## src/rtl/lcfg_regs.svh

```systemverilog
// register offsets, field positions, reset values and codes of the line config block
`ifndef LCFG_REGS_SVH
`define LCFG_REGS_SVH

// register indices within one channel; byte address is four times the index
`define LCFG_IDX_SCALE      6'h04
`define LCFG_IDX_ACCESS     6'h05
`define LCFG_IDX_TDATA      6'h06
`define LCFG_IDX_RXCFG      6'h07
// channel copies step by this many indices
`define LCFG_CH_STEP        8'h40

// template access register fields
`define LCFG_ACC_GO_BIT     7
`define LCFG_ACC_RD_BIT     6
// receive configuration fields
`define LCFG_RX_PD_BIT      4
`define LCFG_RX_INV_BIT     3
`define LCFG_RX_EDGE_BIT    2

// reset values
`define LCFG_SCALE_RST      6'h21
`define LCFG_TDATA_RST      7'h00
`define LCFG_RXCFG_RST      5'h00

// receive decode modes
`define LCFG_RXM_HDB3       2'h0
`define LCFG_RXM_AMI        2'h1
`define LCFG_RXM_DUAL       2'h2
`define LCFG_RXM_SLICE      2'h3

// template select codes
`define LCFG_TPL_USER_TOP   2'h3
`define LCFG_TPL_E1_75_INT  4'h0
`define LCFG_TPL_E1_75_EXT  4'h1
// recommended scaling values and amplitude change per step in percent
`define LCFG_SCALE_T1_REC   6'h36
`define LCFG_SCALE_E1_REC   6'h21
`define LCFG_STEP_PCT_T1    2'h2
`define LCFG_STEP_PCT_E1    2'h3

`endif

```

## src/rtl/lcfg_pkg.sv

```systemverilog
// types shared by the line config block
package lcfg_pkg;
    // indirect template access sequencer
    typedef enum logic [1:0] {
        LCFG_IDLE,
        LCFG_ISSUE,
        LCFG_WAIT
    } lcfg_st_t;
endpackage

```

## src/rtl/lcfg_top.sv

```systemverilog
// per-channel transmit template and receive path configuration registers over apb
`timescale 1ns/1ps
`include "lcfg_regs.svh"
module lcfg_top #(
    parameter int NCH = 4
) (
    input  wire logic                 pclk,
    input  wire logic                 presetn,
    input  wire logic                 psel,
    input  wire logic                 penable,
    input  wire logic                 pwrite,
    input  wire logic [9:0]           paddr,
    input  wire logic [31:0]          pwdata,
    output logic                      pready,
    output logic      [31:0]          prdata,
    output logic                      pslverr,
    input  wire logic [NCH-1:0][3:0]  tx_template_select,
    input  wire logic [NCH-1:0]       line_is_e1,
    output logic      [NCH-1:0][5:0]  pulse_amplitude_scale,
    output logic      [NCH-1:0][1:0]  scale_step_pct,
    output logic      [NCH-1:0]       user_template_active,
    output logic      [NCH-1:0]       rx_power_down,
    input  wire logic [NCH-1:0]       rx_recovered_clock,
    input  wire logic [NCH-1:0]       rx_slicer_pos,
    input  wire logic [NCH-1:0]       rx_slicer_neg,
    output logic      [NCH-1:0]       rx_single_rail_out,
    output logic      [NCH-1:0]       rx_positive_rail_out,
    output logic      [NCH-1:0]       rx_negative_rail_out
);
    // the ram address carries the channel in two bits, so four channels at most
    if (NCH < 1 || NCH > 4) begin : g_bad_nch
        $error("lcfg_top: NCH must be 1 to 4");
    end

    // ****************************************************************
    // state
    // ****************************************************************
    typedef struct packed {
        logic [NCH-1:0][5:0] scale;
        logic [NCH-1:0]      go;
        logic [NCH-1:0]      rd;
        logic [NCH-1:0][1:0] ui;
        logic [NCH-1:0][3:0] smp;
        logic [NCH-1:0][6:0] tdat;
        logic [NCH-1:0][4:0] rxcfg;
        lcfg_pkg::lcfg_st_t  st;
        logic [1:0]          cur;
        logic [31:0]         rdat;
        logic                err;
        logic [NCH-1:0][5:0] sc_o;
        logic [NCH-1:0][1:0] pct_o;
        logic [NCH-1:0]      act_o;
        logic [NCH-1:0]      pd_o;
        logic [NCH-1:0]      ck_s1;
        logic [NCH-1:0]      ck_s2;
        logic [NCH-1:0]      ck_s3;
        logic [NCH-1:0]      p_s1;
        logic [NCH-1:0]      p_s2;
        logic [NCH-1:0]      n_s1;
        logic [NCH-1:0]      n_s2;
        logic [NCH-1:0]      lastpol;
        logic [NCH-1:0]      kill;
        logic [NCH-1:0][3:0] sh;
        logic [NCH-1:0]      rd_o;
        logic [NCH-1:0]      rp_o;
        logic [NCH-1:0]      rn_o;
    } lcfg_state_t;

    lcfg_state_t s_r;
    lcfg_state_t s_nxt;

    logic [7:0] idx;
    logic [1:0] ch_sel;
    logic [5:0] reg_sel;
    logic       ch_ok;
    logic       mapped;
    logic       ram_en;
    logic       ram_we;
    logic [7:0] ram_addr;
    logic [6:0] ram_wdata;
    logic [6:0] ram_rdata;

    assign idx     = paddr[9:2];
    assign ch_sel  = idx[7:6];
    assign reg_sel = idx[5:0];
    assign ch_ok   = 32'(ch_sel) < NCH;
    // each channel window spans 64 index steps, the channel number sits above them
    assign mapped  = ch_ok && (reg_sel >= `LCFG_IDX_SCALE) && (reg_sel <= `LCFG_IDX_RXCFG);

    // zero wait: read data are prepared in the setup cycle
    assign pready  = psel & penable;

    // ****************************************************************
    // template memory port
    // ****************************************************************
    assign ram_en    = (s_r.st == lcfg_pkg::LCFG_ISSUE);
    assign ram_we    = ~s_r.rd[s_r.cur];
    assign ram_addr  = {s_r.cur, s_r.ui[s_r.cur], s_r.smp[s_r.cur]};
    assign ram_wdata = s_r.tdat[s_r.cur];

    lcfg_tpl_ram #(
        .AW (8),
        .DW (7)
    ) u_ram (
        .pclk    (pclk),
        .presetn (presetn),
        .en      (ram_en),
        .we      (ram_we),
        .addr    (ram_addr),
        .wdata   (ram_wdata),
        .rdata   (ram_rdata)
    );

    // ****************************************************************
    // next state
    // ****************************************************************
    always_comb begin
        logic pulse;
        logic viol;
        logic ev;
        logic inv;
        logic [1:0] md;
        pulse = 1'b0;
        viol  = 1'b0;
        ev    = 1'b0;
        inv   = 1'b0;
        md    = 2'h0;
        s_nxt = s_r;

        // apb setup: latch answer; access: commit write
        if (psel && !penable) begin
            s_nxt.err  = ~mapped;
            s_nxt.rdat = 32'h0;
            if (mapped) begin
                if (reg_sel == `LCFG_IDX_SCALE) begin
                    s_nxt.rdat[5:0] = s_r.scale[ch_sel];
                end else if (reg_sel == `LCFG_IDX_ACCESS) begin
                    s_nxt.rdat[7:0] = {s_r.go[ch_sel], s_r.rd[ch_sel],
                                       s_r.ui[ch_sel], s_r.smp[ch_sel]};
                end else if (reg_sel == `LCFG_IDX_TDATA) begin
                    s_nxt.rdat[6:0] = s_r.tdat[ch_sel];
                end else begin
                    s_nxt.rdat[4:0] = s_r.rxcfg[ch_sel];
                end
            end
        end
        if (psel && penable && pwrite && mapped) begin
            if (reg_sel == `LCFG_IDX_SCALE) begin
                s_nxt.scale[ch_sel] = pwdata[5:0];
            end else if (reg_sel == `LCFG_IDX_ACCESS) begin
                // fields are frozen while an access is in flight
                if (!s_r.go[ch_sel]) begin
                    s_nxt.go[ch_sel]  = pwdata[`LCFG_ACC_GO_BIT];
                    s_nxt.rd[ch_sel]  = pwdata[`LCFG_ACC_RD_BIT];
                    s_nxt.ui[ch_sel]  = pwdata[5:4];
                    s_nxt.smp[ch_sel] = pwdata[3:0];
                end
            end else if (reg_sel == `LCFG_IDX_TDATA) begin
                s_nxt.tdat[ch_sel] = pwdata[6:0];
            end else begin
                s_nxt.rxcfg[ch_sel] = pwdata[4:0];
            end
        end

        // indirect access sequencer, lowest pending channel first
        case (s_r.st)
            lcfg_pkg::LCFG_IDLE: begin
                for (int c = NCH - 1; c >= 0; c--) begin
                    if (s_r.go[c]) begin
                        s_nxt.cur = 2'(c);
                        s_nxt.st  = lcfg_pkg::LCFG_ISSUE;
                    end
                end
            end
            lcfg_pkg::LCFG_ISSUE: begin
                s_nxt.st = lcfg_pkg::LCFG_WAIT;
            end
            default: begin
                // a read completion overrides a same-cycle software write to the data field
                if (s_r.rd[s_r.cur]) begin
                    s_nxt.tdat[s_r.cur] = ram_rdata;
                end
                s_nxt.go[s_r.cur] = 1'b0;
                s_nxt.st          = lcfg_pkg::LCFG_IDLE;
            end
        endcase

        for (int c = 0; c < NCH; c++) begin
            // transmit side settings only matter for a user template
            s_nxt.act_o[c] = tx_template_select[c][3:2] == `LCFG_TPL_USER_TOP;
            s_nxt.sc_o[c]  = s_nxt.act_o[c] ? s_r.scale[c] : 6'h00;
            s_nxt.pct_o[c] = line_is_e1[c] ? `LCFG_STEP_PCT_E1
                                           : `LCFG_STEP_PCT_T1;

            // pins pass two flops before use
            s_nxt.ck_s1[c] = rx_recovered_clock[c];
            s_nxt.ck_s2[c] = s_r.ck_s1[c];
            s_nxt.ck_s3[c] = s_r.ck_s2[c];
            s_nxt.p_s1[c]  = rx_slicer_pos[c];
            s_nxt.p_s2[c]  = s_r.p_s1[c];
            s_nxt.n_s1[c]  = rx_slicer_neg[c];
            s_nxt.n_s2[c]  = s_r.n_s1[c];

            inv = s_r.rxcfg[c][`LCFG_RX_INV_BIT];
            md  = s_r.rxcfg[c][1:0];
            ev  = s_r.rxcfg[c][`LCFG_RX_EDGE_BIT]
                ? (s_r.ck_s3[c] & ~s_r.ck_s2[c])
                : (s_r.ck_s2[c] & ~s_r.ck_s3[c]);
            pulse = s_r.p_s2[c] | s_r.n_s2[c];
            viol  = pulse && (s_r.p_s2[c] == s_r.lastpol[c]);
            s_nxt.pd_o[c] = s_r.rxcfg[c][`LCFG_RX_PD_BIT];

            if (s_r.rxcfg[c][`LCFG_RX_PD_BIT]) begin
                // powered down: outputs rest at the no-data level
                s_nxt.sh[c]   = 4'h0;
                s_nxt.kill[c] = 1'b0;
                s_nxt.rd_o[c] = inv;
                s_nxt.rp_o[c] = inv;
                s_nxt.rn_o[c] = inv;
            end else if (md == `LCFG_RXM_SLICE) begin
                // slicer mode follows the rails every cycle, edge select unused
                s_nxt.rd_o[c] = inv;
                s_nxt.rp_o[c] = s_r.p_s2[c] ^ inv;
                s_nxt.rn_o[c] = s_r.n_s2[c] ^ inv;
            end else if (ev) begin
                if (md == `LCFG_RXM_DUAL) begin
                    s_nxt.rd_o[c] = inv;
                    s_nxt.rp_o[c] = s_r.p_s2[c] ^ inv;
                    s_nxt.rn_o[c] = s_r.n_s2[c] ^ inv;
                end else begin
                    // four-bit delay lets a code substitution be removed after the fact
                    s_nxt.rd_o[c] = s_r.sh[c][3] ^ inv;
                    s_nxt.rp_o[c] = inv;
                    s_nxt.rn_o[c] = inv;
                    s_nxt.sh[c]   = {s_r.sh[c][2:0], pulse};
                    s_nxt.kill[c] = 1'b0;
                    if (md == `LCFG_RXM_HDB3) begin
                        if (viol && line_is_e1[c]) begin
                            s_nxt.sh[c] = 4'h0;
                        end else if (viol) begin
                            s_nxt.sh[c][0] = 1'b0;
                            s_nxt.kill[c]  = 1'b1;
                        end else if (s_r.kill[c]) begin
                            s_nxt.sh[c][0] = 1'b0;
                        end
                    end
                end
                if (pulse) begin
                    s_nxt.lastpol[c] = s_r.p_s2[c];
                end
            end
        end
    end

    // ****************************************************************
    // registers
    // ****************************************************************
    always_ff @(posedge pclk or negedge presetn) begin
        if (!presetn) begin
            s_r       <= '0;
            s_r.scale <= {NCH{`LCFG_SCALE_RST}};
            s_r.tdat  <= {NCH{`LCFG_TDATA_RST}};
            s_r.rxcfg <= {NCH{`LCFG_RXCFG_RST}};
            s_r.st    <= lcfg_pkg::LCFG_IDLE;
        end else begin
            s_r <= s_nxt;
        end
    end

    assign prdata                = s_r.rdat;
    assign pslverr               = s_r.err & psel & penable;
    assign pulse_amplitude_scale = s_r.sc_o;
    assign scale_step_pct        = s_r.pct_o;
    assign user_template_active  = s_r.act_o;
    assign rx_power_down         = s_r.pd_o;
    assign rx_single_rail_out    = s_r.rd_o;
    assign rx_positive_rail_out  = s_r.rp_o;
    assign rx_negative_rail_out  = s_r.rn_o;
endmodule

```

## src/rtl/lcfg_tpl_ram.sv

```systemverilog
// pulse template memory with registered read data
`timescale 1ns/1ps
module lcfg_tpl_ram #(
    parameter int AW = 8,
    parameter int DW = 7
) (
    input  wire logic          pclk,
    input  wire logic          presetn,
    input  wire logic          en,
    input  wire logic          we,
    input  wire logic [AW-1:0] addr,
    input  wire logic [DW-1:0] wdata,
    output logic      [DW-1:0] rdata
);
    // elaboration-time guard against a geometry the memory cannot hold
    if (AW < 1 || DW < 1) begin : g_bad_geometry
        $error("lcfg_tpl_ram: bad geometry");
    end

    typedef struct packed {
        logic [(1<<AW)-1:0][DW-1:0] mem;
        logic [DW-1:0]              rd;
    } lcfg_ram_t;

    lcfg_ram_t s_r;
    lcfg_ram_t s_nxt;

    always_comb begin
        s_nxt = s_r;
        if (en && we) begin
            s_nxt.mem[addr] = wdata;
        end
        if (en && !we) begin
            s_nxt.rd = s_r.mem[addr];
        end
    end

    always_ff @(posedge pclk or negedge presetn) begin
        if (!presetn) begin
            s_r <= '0;
        end else begin
            s_r <= s_nxt;
        end
    end

    assign rdata = s_r.rd;
endmodule

```

## config.mk

```make
export PLATFORM = sky130hd
export DESIGN_NAME = lcfg_top
export DESIGN_NICKNAME = d
export VERILOG_FILES = /design/src/rtl/lcfg_pkg.sv /design/src/rtl/lcfg_top.sv /design/src/rtl/lcfg_tpl_ram.sv
export VERILOG_INCLUDE_DIRS = /design/src /design/src/rtl
export SDC_FILE = /design/constraint.sdc
export NUM_CORES = 2
export LEC_CHECK = 0
export ABC_AREA = 1
export BUFFER_PORTS_ARGS = -buffer_cell sky130_fd_sc_hd__buf_4
export CORE_MARGIN = 3
export CORE_UTILIZATION = 50
export DETAILED_ROUTE_END_ITERATION = 6
export PLACE_DENSITY = 0.79
export SYNTH_ARGS = -nofsm -noshare
export SYNTH_HDL_FRONTEND = slang
export SYNTH_SLANG_ARGS = --single-unit
```

## constraint.sdc

```tcl
create_clock -name pclk -period 2.1 [get_ports pclk]
set_input_delay 0.315 -clock pclk [delete_from_list [all_inputs] [get_ports pclk]]
set_output_delay 0.315 -clock pclk [all_outputs]
set_load 0.05 [all_outputs]
```

==> results.md <==
Synthesis:
- Yosys instantiated no cell more often than sky130_fd_sc_hd__nand2_1.
- Counting flops and latches in the post-synthesis netlist gives 2017.
- Counting distinct cell types in the post-synthesis netlist gives 45.
- The yosys synthesis warning count is 0.
- In this run the cell area of the synthesized design comes to 95700 um^2.
- The cell type with the highest aggregate area in the netlist is sky130_fd_sc_hd__dfrtp_1.
- Yosys attributes the largest share of cell area to sky130_fd_sc_hd__dfrtp_1 53%, sky130_fd_sc_hd__nand2_1 26%, sky130_fd_sc_hd__o21ai_0 9.2%.
- The per-instance average area after synthesis is 7.48 um^2.
- In the synthesized netlist the dominant register cell turns out to be sky130_fd_sc_hd__dfrtp_1.
- For this run, asynchronously set or reset flops after synthesis account for 100%.
- The number of synthesized flops with an enable pin is 0.
- The top cell type's share of synthesized area is 52.6%.
- The post-synthesis instance total is 12800.
- By count the netlist is led by 6517 x sky130_fd_sc_hd__nand2_1, 2009 x sky130_fd_sc_hd__dfrtp_1, 1761 x sky130_fd_sc_hd__o21ai_0.
- The sequential area share after synthesis is 52.8%.

Global routing:
- The residual overflow from global routing is 0.
- The first global-routing pass estimated 486000 um of wire.
- In the global route stage, overall resource usage came out at 30.9%.
- The via count of the first global-routing pass is 85100.
- The initial antenna violation count is 10.
- The largest net degree at the start of global routing is 102.

Die:
- The number of rows created at floorplan is 159.
- The die covers 197000 um^2.
- For this configuration, the core starts out at a cell density of 50.6%.
- The total core area is 189000 um^2.
- From left edge to right edge, the die measures 443 um.
- In this run the count of I/O pins placed on the die edge is 165.
- The die is 443 um tall.

Timing:
- The pin slew with the least headroom to its limit is 0.640 ns.
- After layout, the minimum clock period comes to 3.10 ns.
- The setup slack of the critical path after layout is -1.00 ns.
- The number of hold-slack violations in the final timing report is 0.
- The worst path uses 148% of the clock period.
- The timing-limited maximum frequency is 0.322 GHz.
- Headroom to the max-slew limit came out at 56.9%.
- The clock skew after layout is 0.0354 ns.
- The final count of pins violating max slew is 0.
- Setup repair after global routing could not meet its margin everywhere.
- Setup violations remaining at the end of the flow were counted as 1799.

Clock network:
- No sink is reached through more buffers than the 3 on the longest clock path.
- The root buffer selected by CTS is sky130_fd_sc_hd__clkbuf_16.
- The number of sinks driven by the clock tree is 2017.
- The insertion delay of the later-clocked pin in the worst-skew pair is 0.87 ns.
- The number of H-tree levels is 4.
- The TritonCTS buffer count is 201.
- TritonCTS built the clock tree.
- The clock transition at the register clock pins on the worst setup and hold paths after CTS is 0.06 ns.

Worst setup path:
- The worst register-to-register path has a depth of 21.
- Data on the critical path is required at its endpoint by 2.85 ns.
- In this design, the largest share of critical-path delay is due to simple AND/OR/NAND/NOR gates.
- Walking the worst path, the cells encountered are buf_4 -> nor2_4 -> nand2_2 -> nand3_4 -> buf_12 -> inv_16 -> buf_6 -> buf_12 -> nand2_1 -> nand2_1 -> nand2_1 -> nand2_1 -> nor2_2 -> nor2_1 -> nor2_2 -> buf_4 -> nand2_1 -> nand2_1 -> nand3_2 -> nor2_2 -> nor2_1.
- The largest fanout on the critical path is 20.
- The cell at the slowest stage of the critical path is sky130_fd_sc_hd__dfrtp_2.
- On the worst path, the slowest cell contributes a delay of 0.47 ns.
- The number of cells on the critical path is 21.
- The type of element launching the critical path is a flop.
- The cell that appears most often on the critical path is sky130_fd_sc_hd__nand2_1.
- The data arrival time of the worst path is 3.85 ns.
- Counting both buffers and inverters, the worst setup path holds a total of 6.
- The type of the setup path with the least slack is flop to flop.
- The kind of end point of the critical path is a flop.

Drt:
- The post-detailed-route DRC marker count is 0.
- The detailed-route wire length per cell is 19.6 um.
- Before antenna repair, the detailed router went through 7 iterations.
- The first-iteration detailed-routing DRC count is 12300.
- The final layout contains routed wiring with a total length of 311000 um.
- The wire length the detailed router placed on met1 is 122000 um.
- The sum of met3 wire segment lengths after detailed routing is 34400 um.
- The routed length on met2 is 137000 um.
- The highest routed metal layer is met5.
- The total number of vias is 90100.
- The via-per-instance ratio is 5.68.
- In this run the remaining antenna-violating nets after routing total 0.

Power and ir drop:
- The static leakage is 58.6 nW.
- The total power is 82.6 mW.
- Across the VDD grid, the largest voltage drop is 894 uV.
- The total power density per cell area is 716 nW/um^2.

Hold path:
- The worst hold path was traced through 7 stages.
- The path class of the tightest hold or removal check is input pin to flop.

Placed design:
- Routability-driven placement finished with a final weighted congestion of 0.965.
- Buffers placed on the I/O ports in this run total 106.
- Prior to clock tree synthesis, the placed netlist has a worst setup slack of -1.30 ns.
- Summed over all nets, the half-perimeter wirelength after detailed placement is 195000 um.

Cells and area:
- Of the cells placed in the final design, the portion with a size suffix greater than 1 is 13.4%.
- The layout overhead on the synthesized area is 20.7%.
- The net count of the finished layout is 13300.
- The end-of-flow core utilization is 61.1%.

Job:
- Across the run, the number of max-cap violations was 0.

Run status:
- The run finished, with violations left.
- The checks that failed: negative setup slack.
-- kinds of logic (layout without fill, tap and decap cells) --
| group | after synthesis | count (layout) | share of synthesized area (%) |
|---|---|---|---|
| and+or+nand+nor | 7515 | 7518 | 30.5 |
| AOI/OAI and AO/OA | 2064 | 2064 | 11.1 |
| DFF | 2017 | 2017 | 52.8 |
| buffers and inverters | 1185 | 1709 | 5.47 |
| xor gates and xnor gates | 12 | 12 | 0.110 |
| other | 2 | 34 | 0.00785 |
-- area by class of cell --
class                   instances  area [um^2]
diodes                          9         22.5
clock buffers                 300         6020
clock inverters                64          674
fillers                     15400        73600
inverters                     166          668
multi-input cells            9619        41400
flip-flops and latches       2017        50500
well taps                    2495         3120
repair buffers               1179        13000
-- cells in the final DEF (no fill, tap or decap), types with 10 or more instances in the layout --
cell	n
sky130_fd_sc_hd__clkbuf_8	53
sky130_fd_sc_hd__nor2_4	50
sky130_fd_sc_hd__inv_1	151
sky130_fd_sc_hd__o22ai_1	47
sky130_fd_sc_hd__nand2_8	18
sky130_fd_sc_hd__o211ai_1	27
sky130_fd_sc_hd__buf_16	16
sky130_fd_sc_hd__buf_12	258
sky130_fd_sc_hd__nand2_2	100
sky130_fd_sc_hd__nand2_1	6370
sky130_fd_sc_hd__o21ai_0	1620
sky130_fd_sc_hd__nor2_2	67
sky130_fd_sc_hd__nand2_4	41
sky130_fd_sc_hd__a21oi_1	31
sky130_fd_sc_hd__nor2_1	317
sky130_fd_sc_hd__buf_6	64
sky130_fd_sc_hd__dfrtp_1	2007
sky130_fd_sc_hd__buf_8	10
sky130_fd_sc_hd__dlygate4sd3_1	38
sky130_fd_sc_hd__clkinv_2	37
sky130_fd_sc_hd__conb_1	25
sky130_fd_sc_hd__buf_4	778
sky130_fd_sc_hd__xor2_1	12
sky130_fd_sc_hd__o21ai_1	297
sky130_fd_sc_hd__clkbuf_1	42
sky130_fd_sc_hd__nand3_1	519
sky130_fd_sc_hd__clkbuf_16	213
-- final timing paths --
path,from,to,slack [ns]
hold / removal,paddr[3],s_r[217],0.06
setup reg to reg,ram_addr[6],u_ram.rdata[6],-1.00
min in group asynchronous,presetn,u_ram.s_r[1271],0.21
hold reg to reg,s_nxt[45],s_r[45],0.35
setup / recovery,ram_addr[6],u_ram.rdata[6],-1.00
max in group asynchronous,presetn,u_ram.s_r[84],1.05
-- power by group --
part | internal [mW] | total (mW) | switching (mW)
logic | 1.79 | 6.71 | 4.92
clock network | 20.8 | 36.7 | 15.9
registers | 39.1 | 39.2 | 0.157
total | 61.6 | 82.6 | 21.0
-- routing by layer --
layer  vias up  GRT usage, %
li1      41200             -
met3      1015          7.51
met2      5104          46.6
met4         4          15.6
met1     42700          41.8
met5         -             0
-- through the flow --
step	cell area, um^2	setup TNS (ns)	hold WS, ns	cells
2_1_floorplan	96800	-88.62	0.0194	12800
3_3_place_gp	106000	-1358.44	0.332	15400
3_5_place_dp	106000	-1470.04	0.336	15400
4_1_cts	115000	-1227.67	0.00820	15800
5_1_grt	115000	-1531.11	0.0662	15800
6_report	115000	-1404.26	0.0583	15800
-- state kept, by name (all words and copies together), names as in the netlist --
| signal | flops |
|---|---|
| u_ram.rdata | 7 |
| rx_power_down | 4 |
| s_r | 139 |
| rx_negative_rail_out | 4 |
| prdata | 8 |
| s_nxt | 20 |
| u_ram.s_r | 1792 |
| ram_addr | 2 |
| scale_step_pct | 5 |
| pulse_amplitude_scale | 24 |
| user_template_active | 4 |
| rx_single_rail_out | 4 |
| rx_positive_rail_out | 4 |
-- timing repair --
item | CTS | global route
pin swaps | 38 | 24
hold buffers | 38 | 0
hold endpoints to repair | 2066 | 0
endpoints found under the setup margin | 1799 | 1827
resized for setup | 387 | 134
setup buffers | 39 | 11
gates cloned | 23 | 8
-- tightest hold or removal path, stage by stage --
cell                      delay (ns)
sky130_fd_sc_hd__buf_4          0.09
sky130_fd_sc_hd__nor2_1         0.05
sky130_fd_sc_hd__inv_1          0.08
sky130_fd_sc_hd__nor2_2         0.04
sky130_fd_sc_hd__buf_4          0.16
sky130_fd_sc_hd__nand4_1        0.08
sky130_fd_sc_hd__a21oi_1        0.06
(Power assumes the default switching activity.)
